### src/core/psap_pkg.sv
// Shared constants, register map and carrier types of the serial audio port.
package psap_pkg;

  // System clock and bit-clock timing.
  localparam int unsigned CLK_PERIOD_NS = 25;
  localparam int unsigned BIT_CLK_HALF_NS = 500;
  localparam int unsigned BIT_CLK_HALF_CYC =
    (BIT_CLK_HALF_NS + CLK_PERIOD_NS - 1) / CLK_PERIOD_NS;

  // Register byte addresses.
  localparam logic [31:0] ADDR_SRC_SEL = 32'h5000401c;
  localparam logic [31:0] ADDR_CTRL = 32'h50004100;
  localparam logic [31:0] ADDR_RX_FIRST = 32'h50004104;
  localparam logic [31:0] ADDR_RX_SECOND = 32'h50004108;
  localparam logic [31:0] ADDR_TX_FIRST = 32'h5000410c;
  localparam logic [31:0] ADDR_TX_SECOND = 32'h50004110;

  // Reset values and writable masks.
  localparam logic [31:0] CTRL_RESET = 32'h00000000;
  localparam logic [31:0] CTRL_WR_MASK = 32'hfff1ffff;
  localparam logic [31:0] RX_RESET = 32'h00000000;
  localparam logic [31:0] TX_RESET = 32'hffffffff;
  localparam logic [31:0] READ_UNMAPPED = 32'h00000000;
  localparam int unsigned SRC_SEL_LSB = 3;
  localparam int unsigned SRC_SEL_W = 3;

  // Transmit source selector codes.
  localparam logic [2:0] SRC_OFF = 3'h0;
  localparam logic [2:0] SRC_CONV = 3'h1;
  localparam logic [2:0] SRC_WORDS = 3'h2;

  // Frame geometry in bit periods, and FIFO depth in frames.
  localparam logic [11:0] FRAME_BITS = 12'h040;
  localparam logic [11:0] HALF_BITS = 12'h020;
  localparam logic [11:0] ONE_PERIOD = 12'h001;
  localparam int unsigned FIFO_DEPTH = 16;

  // Control word, most significant field first.
  typedef struct packed {
    logic [11:0] divider;
    logic [2:0] reserved;
    logic half_edge;
    logic [4:0] channel_delay;
    logic two_clk;
    logic fsc_invert;
    logic clk_invert;
    logic open_drain;
    logic fsc_align;
    logic [3:0] fsc_length;
    logic master;
    logic enable;
  } psap_ctrl_t;

  // One frame of eight channels: first word holds channels one to four.
  typedef struct packed {
    logic [31:0] first;
    logic [31:0] second;
  } psap_frame_t;

  typedef enum logic [1:0] {PS_IDLE, PS_SYNC, PS_RUN} psap_state_t;

endpackage : psap_pkg

### src/core/psap_tick.sv
// Enable-pulse divider that paces the generated bit clock.
`timescale 1ns/1ps
`default_nettype none
module psap_tick #(
  parameter int unsigned DIV = psap_pkg::BIT_CLK_HALF_CYC
) (
  // Clock and reset.
  input wire logic clk,
  input wire logic rst,
  // Control and pulse.
  input wire logic run,
  output logic tick
);
  logic [15:0] count;
  logic [15:0] next_count;
  logic next_tick;

  always_comb begin
    next_count = count + 16'h0001;
    next_tick = 1'b0;
    if (!run) begin
      next_count = 16'h0000;
    end else if (count == 16'(DIV - 1)) begin
      next_count = 16'h0000;
      next_tick = 1'b1;
    end
  end

  always_ff @(posedge clk) begin
    if (rst) begin
      count <= 16'h0000;
      tick <= 1'b0;
    end else begin
      count <= next_count;
      tick <= next_tick;
    end
  end
endmodule : psap_tick
`default_nettype wire

### src/core/psap_fifo.sv
// Frame FIFO between the rate-converter stream and the transmit serializer.
`timescale 1ns/1ps
`default_nettype none
module psap_fifo #(
  parameter int unsigned W = 64,
  parameter int unsigned DEPTH = 16
) (
  // Clock and reset.
  input wire logic clk,
  input wire logic rst,
  // Filling side.
  input wire logic in_valid,
  output logic in_ready,
  input wire logic [W-1:0] in_data,
  // Draining side.
  output logic out_valid,
  input wire logic out_ready,
  output logic [W-1:0] out_data
);
  localparam int unsigned AW = $clog2(DEPTH);
  logic [W-1:0] mem [DEPTH];
  logic [AW:0] wr_ptr, rd_ptr, next_wr_ptr, next_rd_ptr, next_fill;
  logic next_in_ready, next_out_valid, push, pop;

  assign push = in_valid && in_ready;
  assign pop = out_valid && out_ready;
  assign out_data = mem[rd_ptr[AW-1:0]];

  // Ready and valid are registered so the filling side sees a clean level.
  always_comb begin
    next_wr_ptr = push ? wr_ptr + 1'b1 : wr_ptr;
    next_rd_ptr = pop ? rd_ptr + 1'b1 : rd_ptr;
    next_fill = next_wr_ptr - next_rd_ptr;
    next_in_ready = next_fill != (AW + 1)'(DEPTH);
    next_out_valid = next_fill != '0;
  end

  always_ff @(posedge clk) begin
    if (push) begin
      mem[wr_ptr[AW-1:0]] <= in_data;
    end
    if (rst) begin
      wr_ptr <= '0;
      rd_ptr <= '0;
      in_ready <= 1'b1;
      out_valid <= 1'b0;
    end else begin
      wr_ptr <= next_wr_ptr;
      rd_ptr <= next_rd_ptr;
      in_ready <= next_in_ready;
      out_valid <= next_out_valid;
    end
  end
endmodule : psap_fifo
`default_nettype wire

### src/core/psap_port.sv
// Serial PCM audio port: registers, frame timing, serializer and deserializer.
`timescale 1ns/1ps
`default_nettype none
// Notes on behaviour
// As master, a frame lasts divider-field plus one bit-clock cycles.
// Software keeps the divider field at seven or more so a frame holds eight bits.
// Software picks an even frame length when two clocks per bit are used.
// Edge select clear sends all eight channels after the sync edge, set splits them 4 and 4.
// Channel data starts channel-delay times eight bit periods later than usual.
// Each data bit lasts one bit-clock cycle, or two when the two-clock option is set.
// Frame-sync inversion flips the polarity of the sync pin both ways.
// Clock inversion flips the bit-clock pin, swapping launch and sample edges.
// The data pin is push-pull, or open-drain driving low only when selected.
// Sync leads the first data bit by one period, or lines up with it when aligned.
// Sync lasts one bit period for length zero, else length times eight periods.
// Master mode makes bit clock and sync; slave mode follows the partner's.
// Nothing is transferred while the enable bit is low.
// Transmit data comes from nothing, the converter FIFO, or the two transmit words.
// Eight received channels are packed into the two receive words once per frame.
// Transmit words go out most significant bit first and reset to all ones.
module psap_port (
  // Clock and reset.
  input wire logic CLK,
  input wire logic RST,
  // Register port.
  input wire logic [31:0] ADDR,
  input wire logic [31:0] WDATA,
  input wire logic WR,
  input wire logic RD,
  output logic [31:0] RDATA,
  // Rate-converter frame stream.
  input wire logic SRC_VALID,
  input wire psap_pkg::psap_frame_t SRC_DATA,
  output logic SRC_READY,
  // Bit-clock pin.
  input wire logic BIT_CLK_I,
  output logic BIT_CLK_O,
  output logic BIT_CLK_OE_N,
  // Frame-sync pin.
  input wire logic FRAME_SYNC_I,
  output logic FRAME_SYNC_O,
  output logic FRAME_SYNC_OE_N,
  // Serial data pins.
  input wire logic SER_DI,
  output logic SER_DO_O,
  output logic SER_DO_OE_N
);
  // Register state.
  psap_pkg::psap_ctrl_t ctrl, next_ctrl;
  logic [31:0] rx_first, rx_second, tx_first, tx_second;
  logic [31:0] next_rx_first, next_rx_second, next_tx_first, next_tx_second;
  logic [31:0] next_rdata;
  logic [2:0] src_sel, next_src_sel;

  // Pin synchronisers.
  logic clk_s1, clk_s2, clk_s3, fsc_s1, fsc_s2, fsc_s3, di_s1, di_s2;

  // Frame engine state.
  psap_pkg::psap_state_t state, next_state;
  logic ph, next_ph;
  logic [11:0] cyc, next_cyc, half_pos, next_half_pos;
  logic fsc_at_rise, next_fsc_at_rise;
  logic launch_pend, next_launch_pend;
  logic [63:0] tx_frame, next_tx_frame, rx_acc, next_rx_acc;

  // Pin output state.
  logic next_clk_o, next_clk_oe_n, next_fsc_o, next_fsc_oe_n, next_do_o, next_do_oe_n;

  // Derived timing terms.
  logic tick, run_tick, int_rise, int_fall, slave_clk, slave_clk_d, fsc_now;
  logic frame_start, launch_ok, sample_ok, bit_valid, valid1, valid2, fsc_act, tx_bit;
  logic [11:0] p, off, base2, d1, d2, lim1, fsc_periods;
  logic [5:0] idx;
  logic fifo_valid, fifo_pop;
  psap_pkg::psap_frame_t fifo_data;

  psap_tick #(
    .DIV(psap_pkg::BIT_CLK_HALF_CYC)
  ) u_tick (
    .clk(CLK),
    .rst(RST),
    .run(run_tick),
    .tick(tick)
  );

  psap_fifo #(
    .W($bits(psap_pkg::psap_frame_t)),
    .DEPTH(psap_pkg::FIFO_DEPTH)
  ) u_fifo (
    .clk(CLK),
    .rst(RST),
    .in_valid(SRC_VALID),
    .in_ready(SRC_READY),
    .in_data(SRC_DATA),
    .out_valid(fifo_valid),
    .out_ready(fifo_pop),
    .out_data(fifo_data)
  );

  // Register file.
  always_comb begin
    next_ctrl = ctrl;
    next_src_sel = src_sel;
    next_tx_first = tx_first;
    next_tx_second = tx_second;
    next_rx_first = rx_first;
    next_rx_second = rx_second;
    next_rdata = psap_pkg::READ_UNMAPPED;
    if (WR) begin
      case (ADDR)
        psap_pkg::ADDR_CTRL: next_ctrl = WDATA & psap_pkg::CTRL_WR_MASK;
        psap_pkg::ADDR_SRC_SEL: next_src_sel = WDATA[psap_pkg::SRC_SEL_LSB +: psap_pkg::SRC_SEL_W];
        psap_pkg::ADDR_TX_FIRST: next_tx_first = WDATA;
        psap_pkg::ADDR_TX_SECOND: next_tx_second = WDATA;
        default: next_ctrl = ctrl;
      endcase
    end
    if (RD) begin
      case (ADDR)
        psap_pkg::ADDR_CTRL: next_rdata = ctrl;
        psap_pkg::ADDR_SRC_SEL: next_rdata = 32'(src_sel) << psap_pkg::SRC_SEL_LSB;
        psap_pkg::ADDR_RX_FIRST: next_rdata = rx_first;
        psap_pkg::ADDR_RX_SECOND: next_rdata = rx_second;
        psap_pkg::ADDR_TX_FIRST: next_rdata = tx_first;
        psap_pkg::ADDR_TX_SECOND: next_rdata = tx_second;
        default: next_rdata = psap_pkg::READ_UNMAPPED;
      endcase
    end
    // A frame that completed hands its channels to software in one step.
    if (frame_start && state == psap_pkg::PS_RUN) begin
      next_rx_first = rx_acc[63:32];
      next_rx_second = rx_acc[31:0];
    end
  end

  always_ff @(posedge CLK) begin
    if (RST) begin
      ctrl <= psap_pkg::CTRL_RESET;
      src_sel <= psap_pkg::SRC_OFF;
      tx_first <= psap_pkg::TX_RESET;
      tx_second <= psap_pkg::TX_RESET;
      rx_first <= psap_pkg::RX_RESET;
      rx_second <= psap_pkg::RX_RESET;
      RDATA <= psap_pkg::READ_UNMAPPED;
    end else begin
      ctrl <= next_ctrl;
      src_sel <= next_src_sel;
      tx_first <= next_tx_first;
      tx_second <= next_tx_second;
      rx_first <= next_rx_first;
      rx_second <= next_rx_second;
      RDATA <= next_rdata;
    end
  end

  // The first stage of each synchroniser feeds only its second stage.
  always_ff @(posedge CLK) begin
    if (RST) begin
      clk_s1 <= 1'b0;
      clk_s2 <= 1'b0;
      clk_s3 <= 1'b0;
      fsc_s1 <= 1'b0;
      fsc_s2 <= 1'b0;
      fsc_s3 <= 1'b0;
      di_s1 <= 1'b1;
      di_s2 <= 1'b1;
    end else begin
      clk_s1 <= BIT_CLK_I;
      clk_s2 <= clk_s1;
      clk_s3 <= clk_s2;
      fsc_s1 <= FRAME_SYNC_I;
      fsc_s2 <= fsc_s1;
      fsc_s3 <= fsc_s2;
      di_s1 <= SER_DI;
      di_s2 <= di_s1;
    end
  end

  // Internal clock edges: launch on the internal rise, sample on the internal fall.
  assign run_tick = ctrl.enable && ctrl.master;
  assign slave_clk = clk_s2 ^ ctrl.clk_invert;
  assign slave_clk_d = clk_s3 ^ ctrl.clk_invert;
  assign fsc_now = fsc_s2 ^ ctrl.fsc_invert;
  assign int_rise = ctrl.enable && (ctrl.master ? (tick && !ph) : (slave_clk && !slave_clk_d));
  assign int_fall = ctrl.enable && (ctrl.master ? (tick && ph) : (!slave_clk && slave_clk_d));

  // Master frames wrap on the divider; slave frames restart on the sync edge.
  assign frame_start = int_rise && (ctrl.master ?
    (state == psap_pkg::PS_SYNC || cyc == ctrl.divider) :
    (fsc_now && !fsc_at_rise));

  // Bit period index and data window within the frame.
  assign p = ctrl.two_clk ? {1'b0, cyc[11:1]} : cyc;
  assign launch_ok = !ctrl.two_clk || !cyc[0];
  assign sample_ok = !ctrl.two_clk || cyc[0];
  assign off = {4'h0, ctrl.channel_delay, 3'h0} + {11'h000, !ctrl.fsc_align};
  assign fsc_periods = (ctrl.fsc_length == 4'h0) ? psap_pkg::ONE_PERIOD :
    {5'h00, ctrl.fsc_length, 3'h0};
  assign lim1 = ctrl.half_edge ? psap_pkg::HALF_BITS : psap_pkg::FRAME_BITS;
  assign d1 = p - off;
  assign valid1 = (p >= off) && (d1 < lim1);
  // The second half starts after the opposite sync edge with the same delay.
  assign base2 = (ctrl.master ? fsc_periods : half_pos) + off;
  assign d2 = p - base2;
  assign valid2 = ctrl.half_edge && (p >= base2) && (d2 < psap_pkg::HALF_BITS);
  assign bit_valid = valid1 || valid2;
  assign idx = valid1 ? d1[5:0] : {1'b1, d2[4:0]};
  assign tx_bit = tx_frame[~idx];
  assign fsc_act = p < fsc_periods;
  assign fifo_pop = frame_start && src_sel == psap_pkg::SRC_CONV;

  // Frame engine.
  always_comb begin
    next_state = state;
    next_ph = ph;
    next_cyc = cyc;
    next_half_pos = half_pos;
    next_fsc_at_rise = fsc_at_rise;
    next_launch_pend = 1'b0;
    next_tx_frame = tx_frame;
    next_rx_acc = rx_acc;
    case (state)
      psap_pkg::PS_IDLE: begin
        if (ctrl.enable) begin
          next_state = psap_pkg::PS_SYNC;
        end
      end
      psap_pkg::PS_SYNC, psap_pkg::PS_RUN: begin
        if (frame_start) begin
          next_state = psap_pkg::PS_RUN;
        end
      end
      default: next_state = psap_pkg::PS_IDLE;
    endcase
    if (ctrl.master && tick) begin
      next_ph = !ph;
    end
    if (int_rise) begin
      next_fsc_at_rise = fsc_now;
      next_launch_pend = state != psap_pkg::PS_IDLE;
      if (!ctrl.master && !fsc_now && fsc_at_rise) begin
        next_half_pos = ctrl.two_clk ? {1'b0, cyc[11:1]} : cyc;
      end
      if (frame_start) begin
        next_cyc = '0;
        next_rx_acc = '0;
        case (src_sel)
          psap_pkg::SRC_CONV: next_tx_frame = fifo_valid ? fifo_data : {2{psap_pkg::TX_RESET}};
          psap_pkg::SRC_WORDS: next_tx_frame = {tx_first, tx_second};
          default: next_tx_frame = {2{psap_pkg::TX_RESET}};
        endcase
      end else if (state == psap_pkg::PS_RUN) begin
        next_cyc = cyc + 12'h001;
      end
    end
    if (int_fall && state == psap_pkg::PS_RUN && sample_ok && bit_valid) begin
      next_rx_acc[~idx] = di_s2;
    end
    // Disabling parks the engine so that a later enable starts a clean frame.
    if (!ctrl.enable) begin
      next_state = psap_pkg::PS_IDLE;
      next_ph = 1'b0;
      next_cyc = '0;
      next_half_pos = '0;
      next_fsc_at_rise = 1'b0;
    end
  end

  always_ff @(posedge CLK) begin
    if (RST) begin
      state <= psap_pkg::PS_IDLE;
      ph <= 1'b0;
      cyc <= '0;
      half_pos <= '0;
      fsc_at_rise <= 1'b0;
      launch_pend <= 1'b0;
      tx_frame <= {2{psap_pkg::TX_RESET}};
      rx_acc <= '0;
    end else begin
      state <= next_state;
      ph <= next_ph;
      cyc <= next_cyc;
      half_pos <= next_half_pos;
      fsc_at_rise <= next_fsc_at_rise;
      launch_pend <= next_launch_pend;
      tx_frame <= next_tx_frame;
      rx_acc <= next_rx_acc;
    end
  end

  // Pin drivers; enables are active low and released outside the active role.
  always_comb begin
    next_clk_o = ph ^ ctrl.clk_invert;
    next_clk_oe_n = !(ctrl.enable && ctrl.master);
    next_fsc_oe_n = !(ctrl.enable && ctrl.master);
    // Until the first launch the sync sits inactive and a push-pull line idles high.
    next_fsc_o = (state == psap_pkg::PS_IDLE) ? ctrl.fsc_invert : FRAME_SYNC_O;
    next_do_o = !ctrl.open_drain && (SER_DO_OE_N || SER_DO_O);
    next_do_oe_n = ctrl.open_drain && (SER_DO_OE_N || SER_DO_O);
    if (!ctrl.enable) begin
      next_fsc_o = ctrl.fsc_invert;
      next_do_o = 1'b0;
      next_do_oe_n = 1'b1;
    end else if (launch_pend) begin
      next_fsc_o = (state == psap_pkg::PS_RUN && fsc_act) ^ ctrl.fsc_invert;
      if (launch_ok) begin
        // Outside the data window the line idles high.
        if (ctrl.open_drain) begin
          next_do_o = 1'b0;
          next_do_oe_n = !bit_valid || tx_bit;
        end else begin
          next_do_o = !bit_valid || tx_bit;
          next_do_oe_n = 1'b0;
        end
      end
    end
  end

  always_ff @(posedge CLK) begin
    if (RST) begin
      BIT_CLK_O <= 1'b0;
      BIT_CLK_OE_N <= 1'b1;
      FRAME_SYNC_O <= 1'b0;
      FRAME_SYNC_OE_N <= 1'b1;
      SER_DO_O <= 1'b0;
      SER_DO_OE_N <= 1'b1;
    end else begin
      BIT_CLK_O <= next_clk_o;
      BIT_CLK_OE_N <= next_clk_oe_n;
      FRAME_SYNC_O <= next_fsc_o;
      FRAME_SYNC_OE_N <= next_fsc_oe_n;
      SER_DO_O <= next_do_o;
      SER_DO_OE_N <= next_do_oe_n;
    end
  end
endmodule : psap_port
`default_nettype wire

### config.mk
export PLATFORM = sky130hd
export DESIGN_NAME = psap_port
export DESIGN_NICKNAME = d
export VERILOG_FILES = /design/src/core/psap_pkg.sv /design/src/core/psap_tick.sv /design/src/core/psap_fifo.sv /design/src/core/psap_port.sv
export SDC_FILE = /design/constraint.sdc
export NUM_CORES = 2
export LEC_CHECK = 0
export BUFFER_PORTS_ARGS = -buffer_cell sky130_fd_sc_hd__buf_4
export CAP_MARGIN = 30
export CORE_MARGIN = 2
export CORE_UTILIZATION = 50
export CTS_BUF_LIST = sky130_fd_sc_hd__clkbuf_16
export DETAILED_ROUTE_END_ITERATION = 12
export PLACE_DENSITY_LB_ADDON = 0.3
export SLEW_MARGIN = 20
export SYNTH_ARGS = -nofsm -noshare
export SYNTH_HDL_FRONTEND = slang
export SYNTH_SLANG_ARGS = --single-unit
### constraint.sdc
create_clock -name CLK -period 8.3 [get_ports CLK]
set_clock_uncertainty 0.05 [all_clocks]
set_input_delay 1.66 -clock CLK [delete_from_list [all_inputs] [get_ports CLK]]
set_output_delay 1.66 -clock CLK [all_outputs]
set_load 0.05 [all_outputs]
Yosys cells after proc, flatten, opt, wreduce, memory -nomap -nowiden. Memory sizes are Yosys's and may differ from the RTL's. A register that Yosys moved wholly into a read port is not among the register bits. Cells that the tools add are included.

$mul: 0. $add $sub $neg: 9. Magnitude comparators: 7. Shifts and indexed selects: 0. Muxes and demuxes: 38. Div/mod/pow operators: 0. Bitwise operators: 10. Equal/unequal tests: 15. Reductions and logical operators: 62.

Operator list (count): $mux 64 (4); $eq 32x31->1 const B (6); $pmux 32 s6 (1); $pmux 64 s2 (1); $bwmux 64 (1); $mux 12 (4); $logic_and 1x1->1 (26); $lt 12x7->1 (2); $mux 1 (17); $add 16x1->16 const B (1); $eq 16x5->1 const B (1); $mux 7 (2); $reduce_and 2->1 (7); $add 12x1->12 const B (1); $add 12x9->12 (1); $eq 12x12->1 (1); $ge 12x12->1 (1); $ge 12x9->1 (1); $logic_not 1->1 (12); $lt 12x6->1 const B (1); $sub 12x12->12 (1); $sub 12x9->12 (1); $add 5x1->5 const B (2); $mux 5 (2); 27 further kinds (44).

Memories kept: 1. RAM bits: 1024. Bits in latches: 0. Input port bits: 136. ROM bits: 0. Word-level logic and storage cells: 185. Register bits: 390. Output and inout port bits: 39.

Memories: u_fifo.mem (depth 16, width 64, read ports 1, clocked after Yosys merged registers in 1, write ports 1, line psap_fifo.sv:21) `logic [W-1:0] mem [DEPTH];`.

Logic depth before layout (Yosys ltp).
Depth in word-level cells: 13. Gate-level depth with buffers: 26. Depth with buffers taken out: 23.

Modules after synthesis. Synthesis repeated with hierarchy kept, for this count alone.

Cell total of the unflattened synthesis: 4076. Area total of the unflattened synthesis: 58431.0 um^2.

By module, submodules not included: psap_fifo (cells an instance 1736, area an instance 39654.3 um^2, times used 1); psap_port (cells an instance 2256, area an instance 17962.2 um^2, times used 1); psap_tick (cells an instance 84, area an instance 814.5 um^2, times used 1).

Least setup slack after synthesis. OpenSTA, ideal clock, no wires.

Path kind: input to register. From: in SRC_VALID. To: mem u_fifo.mem[7][0], enable pin. Cell stages on the path: 4. Arrival time: 6.845 ns. Required time: 7.672 ns. Path slack: 0.827 ns. Setup time: 0.578 ns. Path through: and2_1 > clkbuf_1 > nand2_1 > nor3b_1.

Longest elaborated chain between the ends: 3.

Ends and longest elaborated chain: from (decl) (line psap_port.sv:32) `input wire logic SRC_VALID,`; $logic_and 1x1->1 (line psap_fifo.sv:25) `assign push = in_valid && in_ready;`; $mux 1 (line psap_fifo.sv:39) `if (push) begin`; $mux 1 (not written as such) (line psap_fifo.sv:40) `mem[wr_ptr[AW-1:0]] <= in_data;`; to (decl) (line psap_fifo.sv:21).

No other way between the ends.

Worst setup path after layout.
From: reg ctrl[1] in the netlist's numbering. To: reg rx_acc[7].

Longest elaborated chain between the ends: 11.

Ends and longest elaborated chain: from (decl) (line psap_port.sv:49) `psap_pkg::psap_ctrl_t ctrl, next_ctrl;`; from (signal assigned) (line psap_port.sv:138) `ctrl <= psap_pkg::CTRL_RESET;`; from (signal assigned) (line psap_port.sv:146) `ctrl <= next_ctrl;`; $mux 12 (line psap_port.sv:203) `assign base2 = (ctrl.master ? fsc_periods : half_pos) + off;`; $add 12x9->12 (line psap_port.sv:203); $sub 12x12->12 (line psap_port.sv:204) `assign d2 = p - base2;`; $mux 6 (line psap_port.sv:207) `assign idx = valid1 ? d1[5:0] : {1'b1, d2[4:0]};`; $not 6->6 (line psap_port.sv:257) `next_rx_acc[~idx] = di_s2;`; $lt 6x7->1 (not written as such) or $ge 6x1->1 (tied branches) (line psap_port.sv:257); $logic_and 1x1->1 (not written as such) (line psap_port.sv:257); $mux 1 (not written as such) (line psap_port.sv:257); $demux 1 s6 (line psap_port.sv:257); $bwmux 64 (line psap_port.sv:257); $mux 64 * (line psap_port.sv:256) `if (int_fall && state == psap_pkg::PS_RUN && sample_ok && bit_valid) begin`; to (signal assigned) (line psap_port.sv:287) `rx_acc <= next_rx_acc;`; to (decl) (line psap_port.sv:64) `logic [63:0] tx_frame, next_tx_frame, rx_acc, next_rx_acc;`.

Mark *: on every way between the ends. The rest lies on a longest branch, timed or not. A chain may end at the register's enable or synchronous reset.

==> qor.csv <==
stage;metric;value;unit
outcome;status;complete, no violations;
route;antenna_left;0;
clocking;cts_sinks;1414;
clocking;cts_setup_buffers;0;
sta;period_share;69.54;%
yosys;synthArstFlopShare;0;%
clocking;cts.clk_slew.worst_paths;0.06;ns
layout;post_layout_nonfiller_instances;5668;
placement;pre_cts_ws;2.497;ns
yosys;yosysSeqAreaShare;66.87;%
yosys;yosys-top-cells-count;edfxtp_1, nand2_1, dfxtp_1;
placement;dp_hpwl;93700;µm
critical_path;arrival;6.33;ns
sta;setup_violations;0;
sta;fmax;173.2;MHz
yosys;synth_area_leaders;edfxtp_1, dfxtp_1, mux4_2;
critical_path;worstSetupPathType;flop to flop;
floorplan;core;114300;µm²
yosys;yosysTopAreaCell;edfxtp_1;
floorplan;num_rows;124;
layout;utilization;56.81;%
grt;antenna_found_initial;14;
clocking;h-tree-depth;4;
floorplan;dieWidth;343.6;µm
floorplan;die-area;118100;µm²
yosys;yosys_warnings;0;
sta;rsz0062_at_grt;no;
clocking;insertion_delay;0.76;ns
grt;grtUsageTotal;26.36;%
sta;hold_viol;0;
critical_path;crit_chain;buf_4, mux2_2, ha_1, ha_1, a31o_2, a21o_1, a21o_1, a21o_1, a21oi_1, o21ai_0, a21o_1, ha_1, nand2b_1, o221a_2, o21ai_0, a2111oi_0, a41oi_1, or2_2, nor2_1, nand2_1, nand3_1, a21oi_1;
yosys;synth_edf_count;1024;
yosys;syn-num-nets;4113;
yosys;syn_inst;3928;
placement;placed_cell_area;60470;µm²
power;power;14.12;mW
grt;grt_max_degree;116;
clocking;ctsResizeCount;0;
clocking;cts-root-buf;clkbuf_16;
grt;grt_pass1_vias;33866;
power;power_density;217.3;nW/µm²
layout;area_growth_syn_to_layout;12.67;%
route;drt_first_pass_iters;8;
yosys;ys_ff_latch;1414;
critical_path;crit_path_top_delay_cell;nor2_1;
floorplan;die_h;343.6;µm
yosys;netlist.area_leader.share;53.33;%
placement;port-buffer-count;174;
critical_path;cp.required;8.86;ns
job;max_cap_violations;0;
yosys;synth_area;57660;µm²
critical_path;crit_path_end_kind;flop;
grt;grt_pass1_wl;227800;µm
critical_path;critPathMaxFanout;23;
critical_path;cp_slowest_stage_delay;0.72;ns
yosys;syn_avg_cell_area;14.68;µm²
critical_path;critPathLaunchType;flop;
sta;tightestPinTransition;1.109;ns
min_path;hold_path.class;flop to flop;
route;drtIter0Drc;4675;
layout;layout.nets;4225;
power;ir_drop;0.2064;mV
route;wirelength;155700;µm
clocking;tritoncts.num_buffers;142;
grt;overflow;0;
sta;worst_hold_slack;0.3644;ns
sta;finalMaxSlewViolations;0;
floorplan;initial_utilization;50.43;%
placement;dp.cells;5400;
yosys;synth_ff_type;edfxtp_1;
clocking;cts_max_path_buffers;3;
sta;setup_ws;2.528;ns
sta;finalCriticalPeriod;5.772;ns
layout;stdcell_area;64960;µm²
route;drc;0;
placement;routabilityCongestion;0.9684;
sta;maxSlewHeadroom;23.92;%
critical_path;path_common_cell;a21o_1;
route;vias;35353;
route;routedWlPerCell;27.47;µm
clocking;holdBufCountCts;0;
sta;final.setup.tns;0;ns
critical_path;rrSetupSlack;2.53;ns
layout;drive_gt1_share;20.06;%
clocking;cts_tree;built;
yosys;synth_cell_types;89;
floorplan;ios;175;
route;via_per_inst;6.237;
power;p_leak;21.10;nW
yosys;synth.most_common_cell;edfxtp_1;
## registers in the layout, indices dropped and copies added, names as in the netlist, 2 cells and up
name / count
RDATA: 32
ctrl: 29
u_tick.count: 16
half_pos: 12
tx_second: 32
tx_first: 32
cyc: 12
state: 2
u_fifo.wr_ptr: 5
u_fifo.rd_ptr: 5
rx_acc: 64
rx_first: 32
u_fifo.mem: 1024
rx_second: 32
tx_frame: 64
src_sel: 3
## logic make-up after synthesis
| kind of cell | share of synthesized area [%] |
|---|---|
| AOI/OAI and AO/OA | 6.696 |
| xor gates and xnor gates | 1.063 |
| adders and majority gates | 1.076 |
| buffers and inverters | 2.140 |
| DFF | 66.87 |
| muxes | 14.05 |
| and+or+nand+nor | 8.100 |
## critical path: cells and delay by family (launching register included)
family	cells	cell delay [ns]
AOI/OAI and AO/OA	12	2.31
and+or+nand+nor	5	1.55
adders and majority gates	3	0.75
muxes	1	0.37
DFF	1	0.31
buffers and inverters	1	0.26
## layout by cell type (no fill, tap or decap), drive strengths merged, types with 14 or more instances in the layout
cell,Yosys,final
nand3,229,229
inv,41,83
edfxtp,1024,1024
clkbuf,226,146
nor2b,18,18
a31oi,83,83
nor3,17,17
buf,49,242
a21oi,200,200
and3,20,20
and2,24,24
nand2b,14,14
a22oi,16,16
xnor2,29,29
o21ai,182,182
dfxtp,390,390
a222oi,31,31
clkinv,1,62
nor4,15,15
xor2,41,41
mux4,320,320
mux2,18,18
nor2,139,139
ha,48,48
nand2,522,522
mux2i,64,64
o211ai,38,38
## final cells by class
| class | count | area, µm² |
|---|---|---|
| fill | 8769 | 49380 |
| sequential | 1414 | 38570 |
| multi-input combinational | 2197 | 17990 |
| clock buffer | 145 | 3628 |
| timing repair buffer | 243 | 1949 |
| tap | 1512 | 1892 |
| clock inverter | 112 | 758.2 |
| inverter | 42 | 160.2 |
| antenna | 3 | 7.507 |
## final timing paths
path / start / end / depth (start not counted)
setup / recovery: ctrl[1]$_SDFFE_PP0P_ / rx_acc[7]$_SDFF_PP0_ / 22
hold / removal: di_s1$_SDFF_PP1_ / di_s2$_SDFF_PP1_ / 1
setup reg to reg: ctrl[1]$_SDFFE_PP0P_ / rx_acc[7]$_SDFF_PP0_ / 22
hold reg to reg: di_s1$_SDFF_PP1_ / di_s2$_SDFF_PP1_ / 1
## report_power, final
group / switching [mW] / internal, mW
logic: 0.281 / 0.131
registers: 0.0191 / 7.65
clock network: 2.67 / 3.37
total: 2.97 / 11.1
## layer usage
layer  vias to the layer above  wire length (µm)  track usage (%)
met5                         -                83                0
met4                        14              6391            11.01
met3                       306             14580            5.587
met2                      1748             73180            40.84
met1                     17936             61460            36.49
li1                      15349                 -                -
(Power assumes the default switching activity.)
